### src/verilog/fiber_readout_defines.vh
`ifndef FIBER_READOUT_DEFINES_VH
`define FIBER_READOUT_DEFINES_VH
// APB register byte offsets
`define REG_CONTROL 12'h000
`define REG_THRESHOLD 12'h004
`define REG_INJECT_LO 12'h008
`define REG_INJECT_HI 12'h00C
`define REG_STATUS 12'h010
`define REG_CHIP_ID 12'h014
// Control field positions
`define CTL_GAIN_LSB 0
`define CTL_GAIN_MSB 3
`define CTL_INJECT_EN 4
`define CTL_TAP_LSB 8
`define CTL_TAP_MSB 12
// Reset values
`define CONTROL_RESET 32'h00001F00
`define THRESHOLD_RESET 8'h80
// Timing figures
`define CLOCK_MHZ 100
`define COLLECT_NS 75
`define TOGGLE_NS 25
`define MUX_KHZ 7600
`define ADC_INPUTS 2
`define LINK_KHZ 53000
// Readout bus mode codes
`define MODE_CAPTURE 2'h0
`define MODE_DIGITIZE 2'h1
`define MODE_READOUT 2'h2
`define MODE_IDLE 2'h3
// Float format: 3-bit exponent, 7-bit mantissa
`define MANT_BITS 7
`define EXP_BITS 3
`endif

### src/verilog/fiber_frontend_readout_emulator.v
// Design decisions made here: the register addresses and register access over APB.
`timescale 1ns/10ps
`include "fiber_readout_defines.vh"
module fiber_frontend_readout_emulator #(
	parameter CHANNELS = 64,
	parameter DEPTH = 32,
	parameter ANALOG_DEPTH = 47,
	parameter [7:0] CHIP_ID = 8'h5A
) (
	// Clock and reset
	input wire clock,
	input wire resetn,
	// APB slave
	input wire psel,
	input wire penable,
	input wire pwrite,
	input wire [11:0] paddr,
	input wire [31:0] pwdata,
	output reg [31:0] prdata,
	output wire pready,
	output wire pslverr,
	// Readout bus mode and crossing
	input wire [1:0] bus_mode,
	input wire crossing,
	input wire readout_step,
	output reg [7:0] readout_data,
	output reg readout_valid,
	// Front-end chip control
	output reg amp_reset,
	output wire [3:0] gain_select,
	output wire [7:0] threshold,
	output wire [63:0] inject_mask,
	output reg pipeline_freeze,
	output reg [3:0] mux_select,
	output reg mux_clock,
	// Discriminator lines, two bits each
	input wire [31:0] disc_lines,
	output reg disc_phase,
	// ADC inputs
	input wire [9:0] adc_a,
	input wire [9:0] adc_b,
	output reg adc_convert,
	// Trigger packets
	output reg [9:0] trig_packet,
	output reg trig_packet_valid
);
	localparam COLLECT_CYC = (`COLLECT_NS * `CLOCK_MHZ + 999) / 1000;
	localparam TOGGLE_CYC = (`TOGGLE_NS * `CLOCK_MHZ + 999) / 1000;
	localparam MUX_DIV = (`CLOCK_MHZ * 1000 + `MUX_KHZ - 1) / `MUX_KHZ;
	localparam LINK_DIV = (`CLOCK_MHZ * 1000 + `LINK_KHZ - 1) / `LINK_KHZ;
	// Each ADC alternates its two inputs, so converts run at twice the mux rate
	localparam CONV_DIV = MUX_DIV / `ADC_INPUTS;
	localparam PACKETS = 8;
	localparam SEQ_IDLE = 5'h01;
	localparam SEQ_COLLECT = 5'h02;
	localparam SEQ_LOW = 5'h04;
	localparam SEQ_HIGH = 5'h08;
	localparam SEQ_DONE = 5'h10;
	localparam DIG_IDLE = 3'h1;
	localparam DIG_RUN = 3'h2;
	localparam DIG_DONE = 3'h4;

	// Synchronisers for off-chip inputs
	reg [1:0] mode_s1_q, mode_s2_q, mode_last_q;
	reg cross_s1_q, cross_s2_q, cross_last_q;
	reg step_s1_q, step_s2_q, step_last_q;
	reg [31:0] disc_s1_q, disc_s2_q;
	always @(posedge clock or negedge resetn)
	begin
		if (!resetn)
		begin
			mode_s1_q <= `MODE_IDLE;
			mode_s2_q <= `MODE_IDLE;
			mode_last_q <= `MODE_IDLE;
			cross_s1_q <= 1'b0;
			cross_s2_q <= 1'b0;
			cross_last_q <= 1'b0;
			step_s1_q <= 1'b0;
			step_s2_q <= 1'b0;
			step_last_q <= 1'b0;
			disc_s1_q <= 32'h00000000;
			disc_s2_q <= 32'h00000000;
		end
		else
		begin
			mode_s1_q <= bus_mode;
			mode_s2_q <= mode_s1_q;
			mode_last_q <= mode_s2_q;
			cross_s1_q <= crossing;
			cross_s2_q <= cross_s1_q;
			cross_last_q <= cross_s2_q;
			step_s1_q <= readout_step;
			step_s2_q <= step_s1_q;
			step_last_q <= step_s2_q;
			disc_s1_q <= disc_lines;
			disc_s2_q <= disc_s1_q;
		end
	end
	wire cross_edge = cross_s2_q & ~cross_last_q;
	wire step_edge = step_s2_q & ~step_last_q;
	wire capture_phase = (mode_s2_q == `MODE_CAPTURE);
	wire to_digitize = (mode_s2_q == `MODE_DIGITIZE) && (mode_last_q == `MODE_CAPTURE);
	wire in_readout = (mode_s2_q == `MODE_READOUT);

	// Registers
	reg [31:0] control_q;
	reg [7:0] threshold_q;
	reg [63:0] inject_q;
	reg [6:0] status_bits;
	wire apb_write = psel & penable & pwrite;
	assign pready = 1'b1;
	assign pslverr = 1'b0;
	assign gain_select = control_q[`CTL_GAIN_MSB:`CTL_GAIN_LSB];
	assign threshold = threshold_q;
	assign inject_mask = control_q[`CTL_INJECT_EN] ? inject_q : 64'h0;
	always @(posedge clock or negedge resetn)
	begin
		if (!resetn)
		begin
			control_q <= `CONTROL_RESET;
			threshold_q <= `THRESHOLD_RESET;
			inject_q <= 64'h0;
		end
		else if (apb_write)
		begin
			case (paddr)
				`REG_CONTROL: control_q <= pwdata;
				`REG_THRESHOLD: threshold_q <= pwdata[7:0];
				`REG_INJECT_LO: inject_q[31:0] <= pwdata;
				`REG_INJECT_HI: inject_q[63:32] <= pwdata;
				default: control_q <= control_q;
			endcase
		end
	end
	// Read data captured in the setup cycle, stable through access
	always @(posedge clock or negedge resetn)
	begin
		if (!resetn)
			prdata <= 32'h00000000;
		else if (psel && !penable)
		begin
			case (paddr)
				`REG_CONTROL: prdata <= control_q;
				`REG_THRESHOLD: prdata <= {24'h0, threshold_q};
				`REG_INJECT_LO: prdata <= inject_q[31:0];
				`REG_INJECT_HI: prdata <= inject_q[63:32];
				`REG_STATUS: prdata <= {25'h0, status_bits};
				`REG_CHIP_ID: prdata <= {24'h0, CHIP_ID};
				default: prdata <= 32'h00000000;
			endcase
		end
	end

	// Crossing sequencer: collect, then two demux slots
	reg [4:0] seq_q;
	reg [7:0] seq_cnt_q;
	reg [63:0] disc_word_q;
	reg word_ready_q;
	reg [7:0] cross_count_q;
	always @(posedge clock or negedge resetn)
	begin
		if (!resetn)
		begin
			seq_q <= SEQ_IDLE;
			seq_cnt_q <= 8'h00;
			disc_word_q <= 64'h0;
			word_ready_q <= 1'b0;
			amp_reset <= 1'b0;
			disc_phase <= 1'b0;
			cross_count_q <= 8'h00;
		end
		else
		begin
			word_ready_q <= 1'b0;
			case (seq_q)
				SEQ_IDLE:
				begin
					amp_reset <= 1'b0;
					if (cross_edge && capture_phase)
					begin
						seq_q <= SEQ_COLLECT;
						seq_cnt_q <= COLLECT_CYC[7:0];
						disc_phase <= 1'b0;
					end
				end
				SEQ_COLLECT:
				begin
					if (seq_cnt_q == 8'h01)
					begin
						seq_q <= SEQ_LOW;
						seq_cnt_q <= TOGGLE_CYC[7:0];
					end
					else
						seq_cnt_q <= seq_cnt_q - 8'h01;
				end
				SEQ_LOW:
				begin
					if (seq_cnt_q == 8'h01)
					begin
						disc_word_q[31:0] <= disc_s2_q;
						disc_phase <= 1'b1;
						seq_q <= SEQ_HIGH;
						seq_cnt_q <= TOGGLE_CYC[7:0];
					end
					else
						seq_cnt_q <= seq_cnt_q - 8'h01;
				end
				SEQ_HIGH:
				begin
					if (seq_cnt_q == 8'h01)
					begin
						disc_word_q[63:32] <= disc_s2_q;
						word_ready_q <= 1'b1;
						seq_q <= SEQ_DONE;
					end
					else
						seq_cnt_q <= seq_cnt_q - 8'h01;
				end
				SEQ_DONE:
				begin
					amp_reset <= 1'b1;
					disc_phase <= 1'b0;
					cross_count_q <= cross_count_q + 8'h01;
					seq_q <= SEQ_IDLE;
				end
				default: seq_q <= SEQ_IDLE;
			endcase
		end
	end

	// Packetiser: 64 data + 7 status bits into 10-bit packets
	reg [79:0] pkt_shift_q;
	reg [3:0] pkt_left_q;
	reg [7:0] link_div_q;
	always @*
	begin
		status_bits = {capture_phase, pipeline_freeze, in_readout, cross_count_q[3:0]};
	end
	always @(posedge clock or negedge resetn)
	begin
		if (!resetn)
		begin
			pkt_shift_q <= 80'h0;
			pkt_left_q <= 4'h0;
			link_div_q <= 8'h00;
			trig_packet <= 10'h000;
			trig_packet_valid <= 1'b0;
		end
		else
		begin
			trig_packet_valid <= 1'b0;
			link_div_q <= (link_div_q == LINK_DIV[7:0] - 8'h01) ? 8'h00 : link_div_q + 8'h01;
			if (word_ready_q)
			begin
				pkt_shift_q <= {9'h000, status_bits, disc_word_q};
				pkt_left_q <= PACKETS[3:0];
			end
			else if (link_div_q == 8'h00 && pkt_left_q != 4'h0)
			begin
				trig_packet <= pkt_shift_q[9:0];
				trig_packet_valid <= 1'b1;
				pkt_shift_q <= {10'h000, pkt_shift_q[79:10]};
				pkt_left_q <= pkt_left_q - 4'h1;
			end
		end
	end

	// Discriminator history RAM
	reg [CHANNELS-1:0] hist_mem [0:DEPTH-1];
	reg [4:0] wr_ptr_q;
	reg [4:0] frozen_ptr_q;
	wire [4:0] tap = control_q[`CTL_TAP_MSB:`CTL_TAP_LSB];
	always @(posedge clock)
	begin
		if (word_ready_q)
			hist_mem[wr_ptr_q] <= disc_word_q;
	end
	always @(posedge clock or negedge resetn)
	begin
		if (!resetn)
		begin
			wr_ptr_q <= 5'h00;
			frozen_ptr_q <= 5'h00;
		end
		else
		begin
			if (word_ready_q)
				wr_ptr_q <= wr_ptr_q + 5'h01;
			if (to_digitize)
				frozen_ptr_q <= wr_ptr_q - tap;
		end
	end

	// Digitizer: four muxes, two dual ADCs
	reg [2:0] dig_q;
	reg [7:0] mux_div_q;
	reg [4:0] dig_step_q;
	reg [9:0] float_mem [0:CHANNELS-1];
	function [9:0] to_float;
		input [9:0] raw;
		integer i;
		reg [2:0] e;
		begin
			e = 3'h0;
			for (i = 7; i <= 9; i = i + 1)
				if (raw[i])
					e = i[2:0] - 3'h6;
			// Seven bits from the leading one down, or bits 6:0 when no bit above 6 is set
			to_float = {e, raw[e[1:0] +: 7]};
		end
	endfunction
	always @(posedge clock or negedge resetn)
	begin
		if (!resetn)
		begin
			dig_q <= DIG_IDLE;
			mux_div_q <= 8'h00;
			dig_step_q <= 5'h00;
			pipeline_freeze <= 1'b0;
			mux_select <= 4'h0;
			mux_clock <= 1'b0;
			adc_convert <= 1'b0;
		end
		else
		begin
			adc_convert <= 1'b0;
			mux_clock <= 1'b0;
			case (dig_q)
				DIG_IDLE:
				begin
					if (to_digitize)
					begin
						pipeline_freeze <= 1'b1;
						dig_q <= DIG_RUN;
						dig_step_q <= 5'h00;
						mux_div_q <= 8'h00;
						mux_select <= 4'h0;
					end
					else if (capture_phase)
						pipeline_freeze <= 1'b0;
				end
				DIG_RUN:
				begin
					if (mux_div_q == CONV_DIV[7:0] - 8'h01)
					begin
						mux_div_q <= 8'h00;
						adc_convert <= 1'b1;
						mux_clock <= 1'b1;
						dig_step_q <= dig_step_q + 5'h01;
						mux_select <= dig_step_q[4:1] + {3'h0, dig_step_q[0]};
						if (dig_step_q == 5'h1F)
							dig_q <= DIG_DONE;
					end
					else
						mux_div_q <= mux_div_q + 8'h01;
				end
				DIG_DONE:
				begin
					if (capture_phase)
					begin
						dig_q <= DIG_IDLE;
						pipeline_freeze <= 1'b0;
					end
				end
				default: dig_q <= DIG_IDLE;
			endcase
		end
	end
	// Each convert: A sample goes to mux pair, B to the other pair
	wire [5:0] slot_a = {dig_step_q[0], 1'b0, dig_step_q[4:1]};
	wire [5:0] slot_b = {dig_step_q[0], 1'b1, dig_step_q[4:1]};
	always @(posedge clock)
	begin
		if (dig_q == DIG_RUN && mux_div_q == CONV_DIV[7:0] - 8'h01)
		begin
			float_mem[slot_a] <= to_float(adc_a);
			float_mem[slot_b] <= to_float(adc_b);
		end
	end

	// Readout emulation: id, status, then per channel id, disc, float
	reg [8:0] rd_idx_q;
	// Channel bytes start after id and status
	wire [8:0] rd_off = rd_idx_q - 9'h002;
	wire [5:0] rd_ch = rd_off[7:2];
	wire [CHANNELS-1:0] rd_disc = hist_mem[frozen_ptr_q];
	wire [9:0] rd_float = float_mem[rd_ch];
	always @(posedge clock or negedge resetn)
	begin
		if (!resetn)
		begin
			rd_idx_q <= 9'h000;
			readout_data <= 8'h00;
			readout_valid <= 1'b0;
		end
		else
		begin
			readout_valid <= 1'b0;
			if (!in_readout)
				rd_idx_q <= 9'h000;
			else if (step_edge && rd_idx_q != 9'h102)
			begin
				readout_valid <= 1'b1;
				rd_idx_q <= rd_idx_q + 9'h001;
				if (rd_idx_q == 9'h000)
					readout_data <= CHIP_ID;
				else if (rd_idx_q == 9'h001)
					readout_data <= {1'b0, status_bits};
				else
				begin
					case (rd_off[1:0])
						2'h0: readout_data <= {2'h0, rd_ch};
						2'h1: readout_data <= {7'h00, rd_disc[rd_ch]};
						2'h2: readout_data <= {6'h00, rd_float[9:8]};
						default: readout_data <= rd_float[7:0];
					endcase
				end
			end
		end
	end
endmodule // fiber_frontend_readout_emulator

### config.mk
export PLATFORM = sky130hd
export DESIGN_NAME = fiber_frontend_readout_emulator
export DESIGN_NICKNAME = d
export VERILOG_FILES = /design/src/verilog/fiber_frontend_readout_emulator.v
export VERILOG_INCLUDE_DIRS = /design/src /design/src/verilog
export SDC_FILE = /design/constraint.sdc
export NUM_CORES = 2
export LEC_CHECK = 0
export BUFFER_PORTS_ARGS = -buffer_cell sky130_fd_sc_hd__buf_2
export CAP_MARGIN = 20
export CORE_MARGIN = 5
export CORE_UTILIZATION = 55
export DETAILED_ROUTE_END_ITERATION = 10
export PLACE_DENSITY = 0.71
export SETUP_SLACK_MARGIN = 0.4
export SYNTH_ARGS = -nofsm -noshare
export SYNTH_HDL_FRONTEND = slang
export SYNTH_SLANG_ARGS = --single-unit
### constraint.sdc
create_clock -name clock -period 11.1 [get_ports clock]
set_input_delay 1.665 -clock clock [delete_from_list [all_inputs] [get_ports clock]]
set_output_delay 1.665 -clock clock [all_outputs]
set_load 0.02 [all_outputs]
==> results by group <==
Status
  – Status: finished clean

Min path
  – WHS Path Cells: 0
  – Hold Path Sink: mode_last_q[1]
  – Hold wc startpoint: mode_s2_q[1]
  – Worst min path class: reg -> reg

Setup path
  – R2R depth: 12
  – Worst r2r src: frozen_ptr_q[0]
  – R2R Path End: readout_data[0]
  – Critical-path cell list: buf_12 > buf_4 > buf_4 > mux2i_1 > o221ai_1 > a2111oi_0 > or4_1 > a2111oi_2 > a311oi_1 > nand3_1 > nand3_1 > o21ai_2
  – Setup crit end kind: flip-flop
  – Critical Path RT: 11.88 ns
  – Setup crit start: frozen_ptr_q[0]
  – Type of the worst setup path: reg -> reg
  – Slowest stage cell, crit path: dfrtp_4
  – Max incr delay on CP: 0.79 ns
  – Crit path arrival time: 6.35 ns
  – CP max FO: 97
  – Critical path launch point type: flip-flop
  – Reg-to-reg setup timing slack: 5.53 ns

Global route
  – First-pass GRT wire length: 474 mm
  – Total GRT Usage: 29.0%
  – Vias in the first global route: 65100
  – Grt met1 use: 40.4%
  – Grt ovf: 0
  – Met2 Usage GRT: 44.0%
  – Initial antenna violation count: 21
  – Busiest grt layer: met2
  – Largest net degree at the start of global routing: 146
  – Grt met3 use: 7.66%

Floorplan
  – # IOs: 244
  – Chip height: 477 um
  – Core area: 217000 um^2
  – Starting Density: 55.3%
  – DIE WIDTH: 477 um
  – Row count: 171
  – Die area: 228000 um^2

Detailed routing
  – Drt total wl: 332 mm
  – Starting DRT DRC Count: 9277
  – Avg WL per Cell: 34.5 um
  – Iteration count of the initial detailed-routing pass: 6
  – Vias per cell: 6.72
  – Antenna Nets Post-Route: 0
  – DR vias: 64700
  – Detailed-route DRC error count: 0

Job
  – Max Cap Viol: 0

Yosys
  – Netlist cell types: 89
  – Share of the synthesized area in the top cell type: 65.7%
  – Syn nets: 6241
  – Cell Area, Synth: 120000 um^2
  – Post-Syn Instances: 6107
  – Synth warn: 0
  – Post-synth top area cell: edfxtp_1
  – Syn_area_per_cell: 19.7 um^2
  – Number of synthesized flops with an enable pin: 2624
  – Top post-synthesis cells by area: edfxtp_1 (66%), mux4_2 (11%), dfrtp_1 (8.8%)
  – Primary FF master, synth: edfxtp_1
  – Async S/R FF share, synth: 14.3%
  – Sequential element share of the synthesized area: 74.8%
  – #FFs+latches synth: 3061

Cells and area
  – Fin cells: 9632
  – Area grow syn2layout: 12.8%
  – NumNets Final: 6664
  – Layout cell share with drive strength beyond 1: 26.2%

Power and ir drop
  – Static Leak: 46.5 nW
  – Pwr per Cell Area: 173 nW/um^2
  – Switching Fraction: 20.9%
  – Net Switching: 4.91 mW
  – Flop pwr share: 53.2%
  – Int Pwr: 18.5 mW
  – Combinational Power Share: 3.7%
  – Peak supply drop: 172 uV
  – Clock power share: 43.1%

Clock tree
  – Root buf cell: clkbuf_16
  – CTS Buf Count: 313
  – Longest Clk Path Bufs: 4
  – CTS H-tree lvls: 5
  – Clk slew on worst S/H paths: 0.06 ns
  – Hold-fix buffers, CTS: 0
  – CTS Sinks: 3061
  – Clk Latency, worst-skew pair: 0.96 ns
  – Post-CTS Setup Bufs: 0
  – CTS tree: built
  – CTS resizes: 0

Timing
  – Clock skew: 0.0711 ns
  – Fmax: 0.180 GHz
  – Period utilisation layout: 50.2%
  – Slew Limit Fails: 0
  – Final WS setup: 5.53 ns
  – Tmin final: 5.57 ns
  – Setup_tns: 0 ns
  – Slew @ Worst Pin: 1.33 ns
  – Final setup vio count: 0
  – RSZ-0062 raised after global routing: false
  – Final Hold Vio Count: 0
  – Worst slew margin: 10.9%

Placed design
  – Routability cong.: 0.862
  – Port bufs: 241
  – Pre-CTS setup slack: 5.61 ns
  – Detailed Place HPWL: 184 mm
  – Cells after DPL: 9033
==> through the flow <==
stage | instance area, um^2 | hold WS [ns] | utilization, % | power (mW)
3_5_place_dp | 125000 | 0.335 | 57.5 | 13.6
3_3_place_gp | 125000 | 0.333 | 57.4 | 13.6
6_report | 135000 | 0.344 | 62.4 | 23.5
4_1_cts | 134000 | 0.347 | 61.9 | 23.5
5_1_grt | 135000 | 0.352 | 62.3 | 24.1
2_1_floorplan | 120000 | 0.331 | - | 13.3
==> cell families after synthesis <==
logic type	Yosys count	share of synthesized area (%)
and+or+nand+nor	783	3.10
other	2	0.00626
buffers and inverters	383	2.03
DFF	3061	74.8
AOI/OAI and AO/OA	668	3.72
muxes	1135	15.7
adders and majority gates	29	0.309
xor gates and xnor gates	46	0.361
==> area by class of cell <==
type / instances / area (um^2)
Multi-Input combinational cell: 2663 / 28500
Tap cell: 2854 / 3570
Antenna cell: 17 / 42.5
Clock buffer: 419 / 8570
Sequential cell: 3061 / 89800
Inverter: 36 / 143
Timing Repair Buffer: 455 / 3660
Clock inverter: 127 / 1110
Fill cell: 14500 / 81800
==> worst max path at each step <==
stage / to / slack [ns] / cells past startpoint
final: readout_data[0] / 5.53 / 12
after detailed placement: readout_data[0] / 5.61 / 12
after global routing: readout_data[0] / 5.22 / 12
after global placement: readout_data[0] / 5.61 / 12
after CTS: readout_data[0] / 5.60 / 12
after floorplan: hist_mem[11][0] / 6.83 / 3
==> layer usage <==
layer  part of all wire, %  vias to the layer above
li1                      -                    25700
met1                    36                    33800
met2                    46                     4469
met3                    13                      753
met4                   4.5                       14
met5                 0.026                        -
==> registers in the layout, indices dropped and copies added (netlist names), 5 cells and up <==
signal and cells:
prdata 32, seq_q 5, seq_cnt_q 8, readout_data 8
disc_s1_q 32, pkt_shift_q 71, threshold 8, hist_mem 2048
mux_div_q 8, inject_q 64, link_div_q 8, float_mem 576
rd_idx_q 9, trig_packet 10, disc_word_q 64, wr_ptr_q 5
control_q 32, frozen_ptr_q 5, disc_s2_q 32
==> cells in the mapped netlist (all sizes together), types with 12 or more instances <==
| cell type | number |
|---|---|
| xnor2 | 23 |
| and2 | 73 |
| a221oi | 16 |
| a22o | 13 |
| nor3 | 42 |
| nor2b | 14 |
| xor2 | 23 |
| o21ai | 171 |
| nor2 | 195 |
| o221ai | 52 |
| or3 | 13 |
| inv | 36 |
| a211oi | 47 |
| dfrtp | 423 |
| a211o | 15 |
| clkbuf | 129 |
| mux2 | 180 |
| a31oi | 38 |
| nand2 | 275 |
| nand2b | 12 |
| o22ai | 88 |
| nand4 | 24 |
| nor4 | 24 |
| mux2i | 379 |
| ha | 28 |
| mux4 | 576 |
| a21oi | 78 |
| edfxtp | 2624 |
| buf | 218 |
| a22oi | 72 |
| dfstp | 14 |
| nand3b | 12 |
| and3 | 18 |
| nand3 | 48 |
==> worst max-delay path, delay by kind of cell (launching register included) <==
| kind | cells | cell delay [ns] |
|---|---|---|
| AOI/OAI and AO/OA | 5 | 1.26 |
| muxes | 1 | 0.30 |
| DFF | 1 | 0.79 |
| buffers and inverters | 3 | 1.93 |
| and+or+nand+nor | 3 | 0.66 |
==> power by group through the flow <==
| stage | registers, mW | clock network (mW) | logic [mW] |
|---|---|---|---|
| after global placement | 12.7 | 0 | 0.833 |
| after floorplan | 12.7 | 0 | 0.581 |
| after detailed placement | 12.7 | 0 | 0.850 |
| after global routing | 12.5 | 10.7 | 0.913 |
| after CTS | 12.5 | 10.2 | 0.852 |
| final | 12.5 | 10.1 | 0.869 |
==> cell usage in the layout (no fill, tap or decap), types with 33 or more instances in the layout <==
master / Yosys / routed
edfxtp_1: 2624 / 2624
and2_1: 73 / 73
clkbuf_16: 0 / 317
mux4_2: 563 / 563
buf_2: 93 / 241
o21ai_0: 168 / 164
a21oi_1: 78 / 74
clkinv_1: 0 / 46
a31oi_1: 38 / 38
o221ai_1: 50 / 50
a22oi_1: 72 / 72
a211oi_1: 47 / 47
nor2_1: 194 / 125
o22ai_1: 88 / 86
mux2_2: 180 / 180
nand3_1: 48 / 46
clkinv_2: 0 / 47
nor2_4: 0 / 61
nor3_1: 40 / 36
clkbuf_1: 129 / 75
buf_4: 54 / 163
nand2_1: 274 / 274
buf_16: 0 / 33
mux2i_1: 379 / 379
dfrtp_1: 423 / 418
No activity file was read; power rests on OpenSTA's default activity.
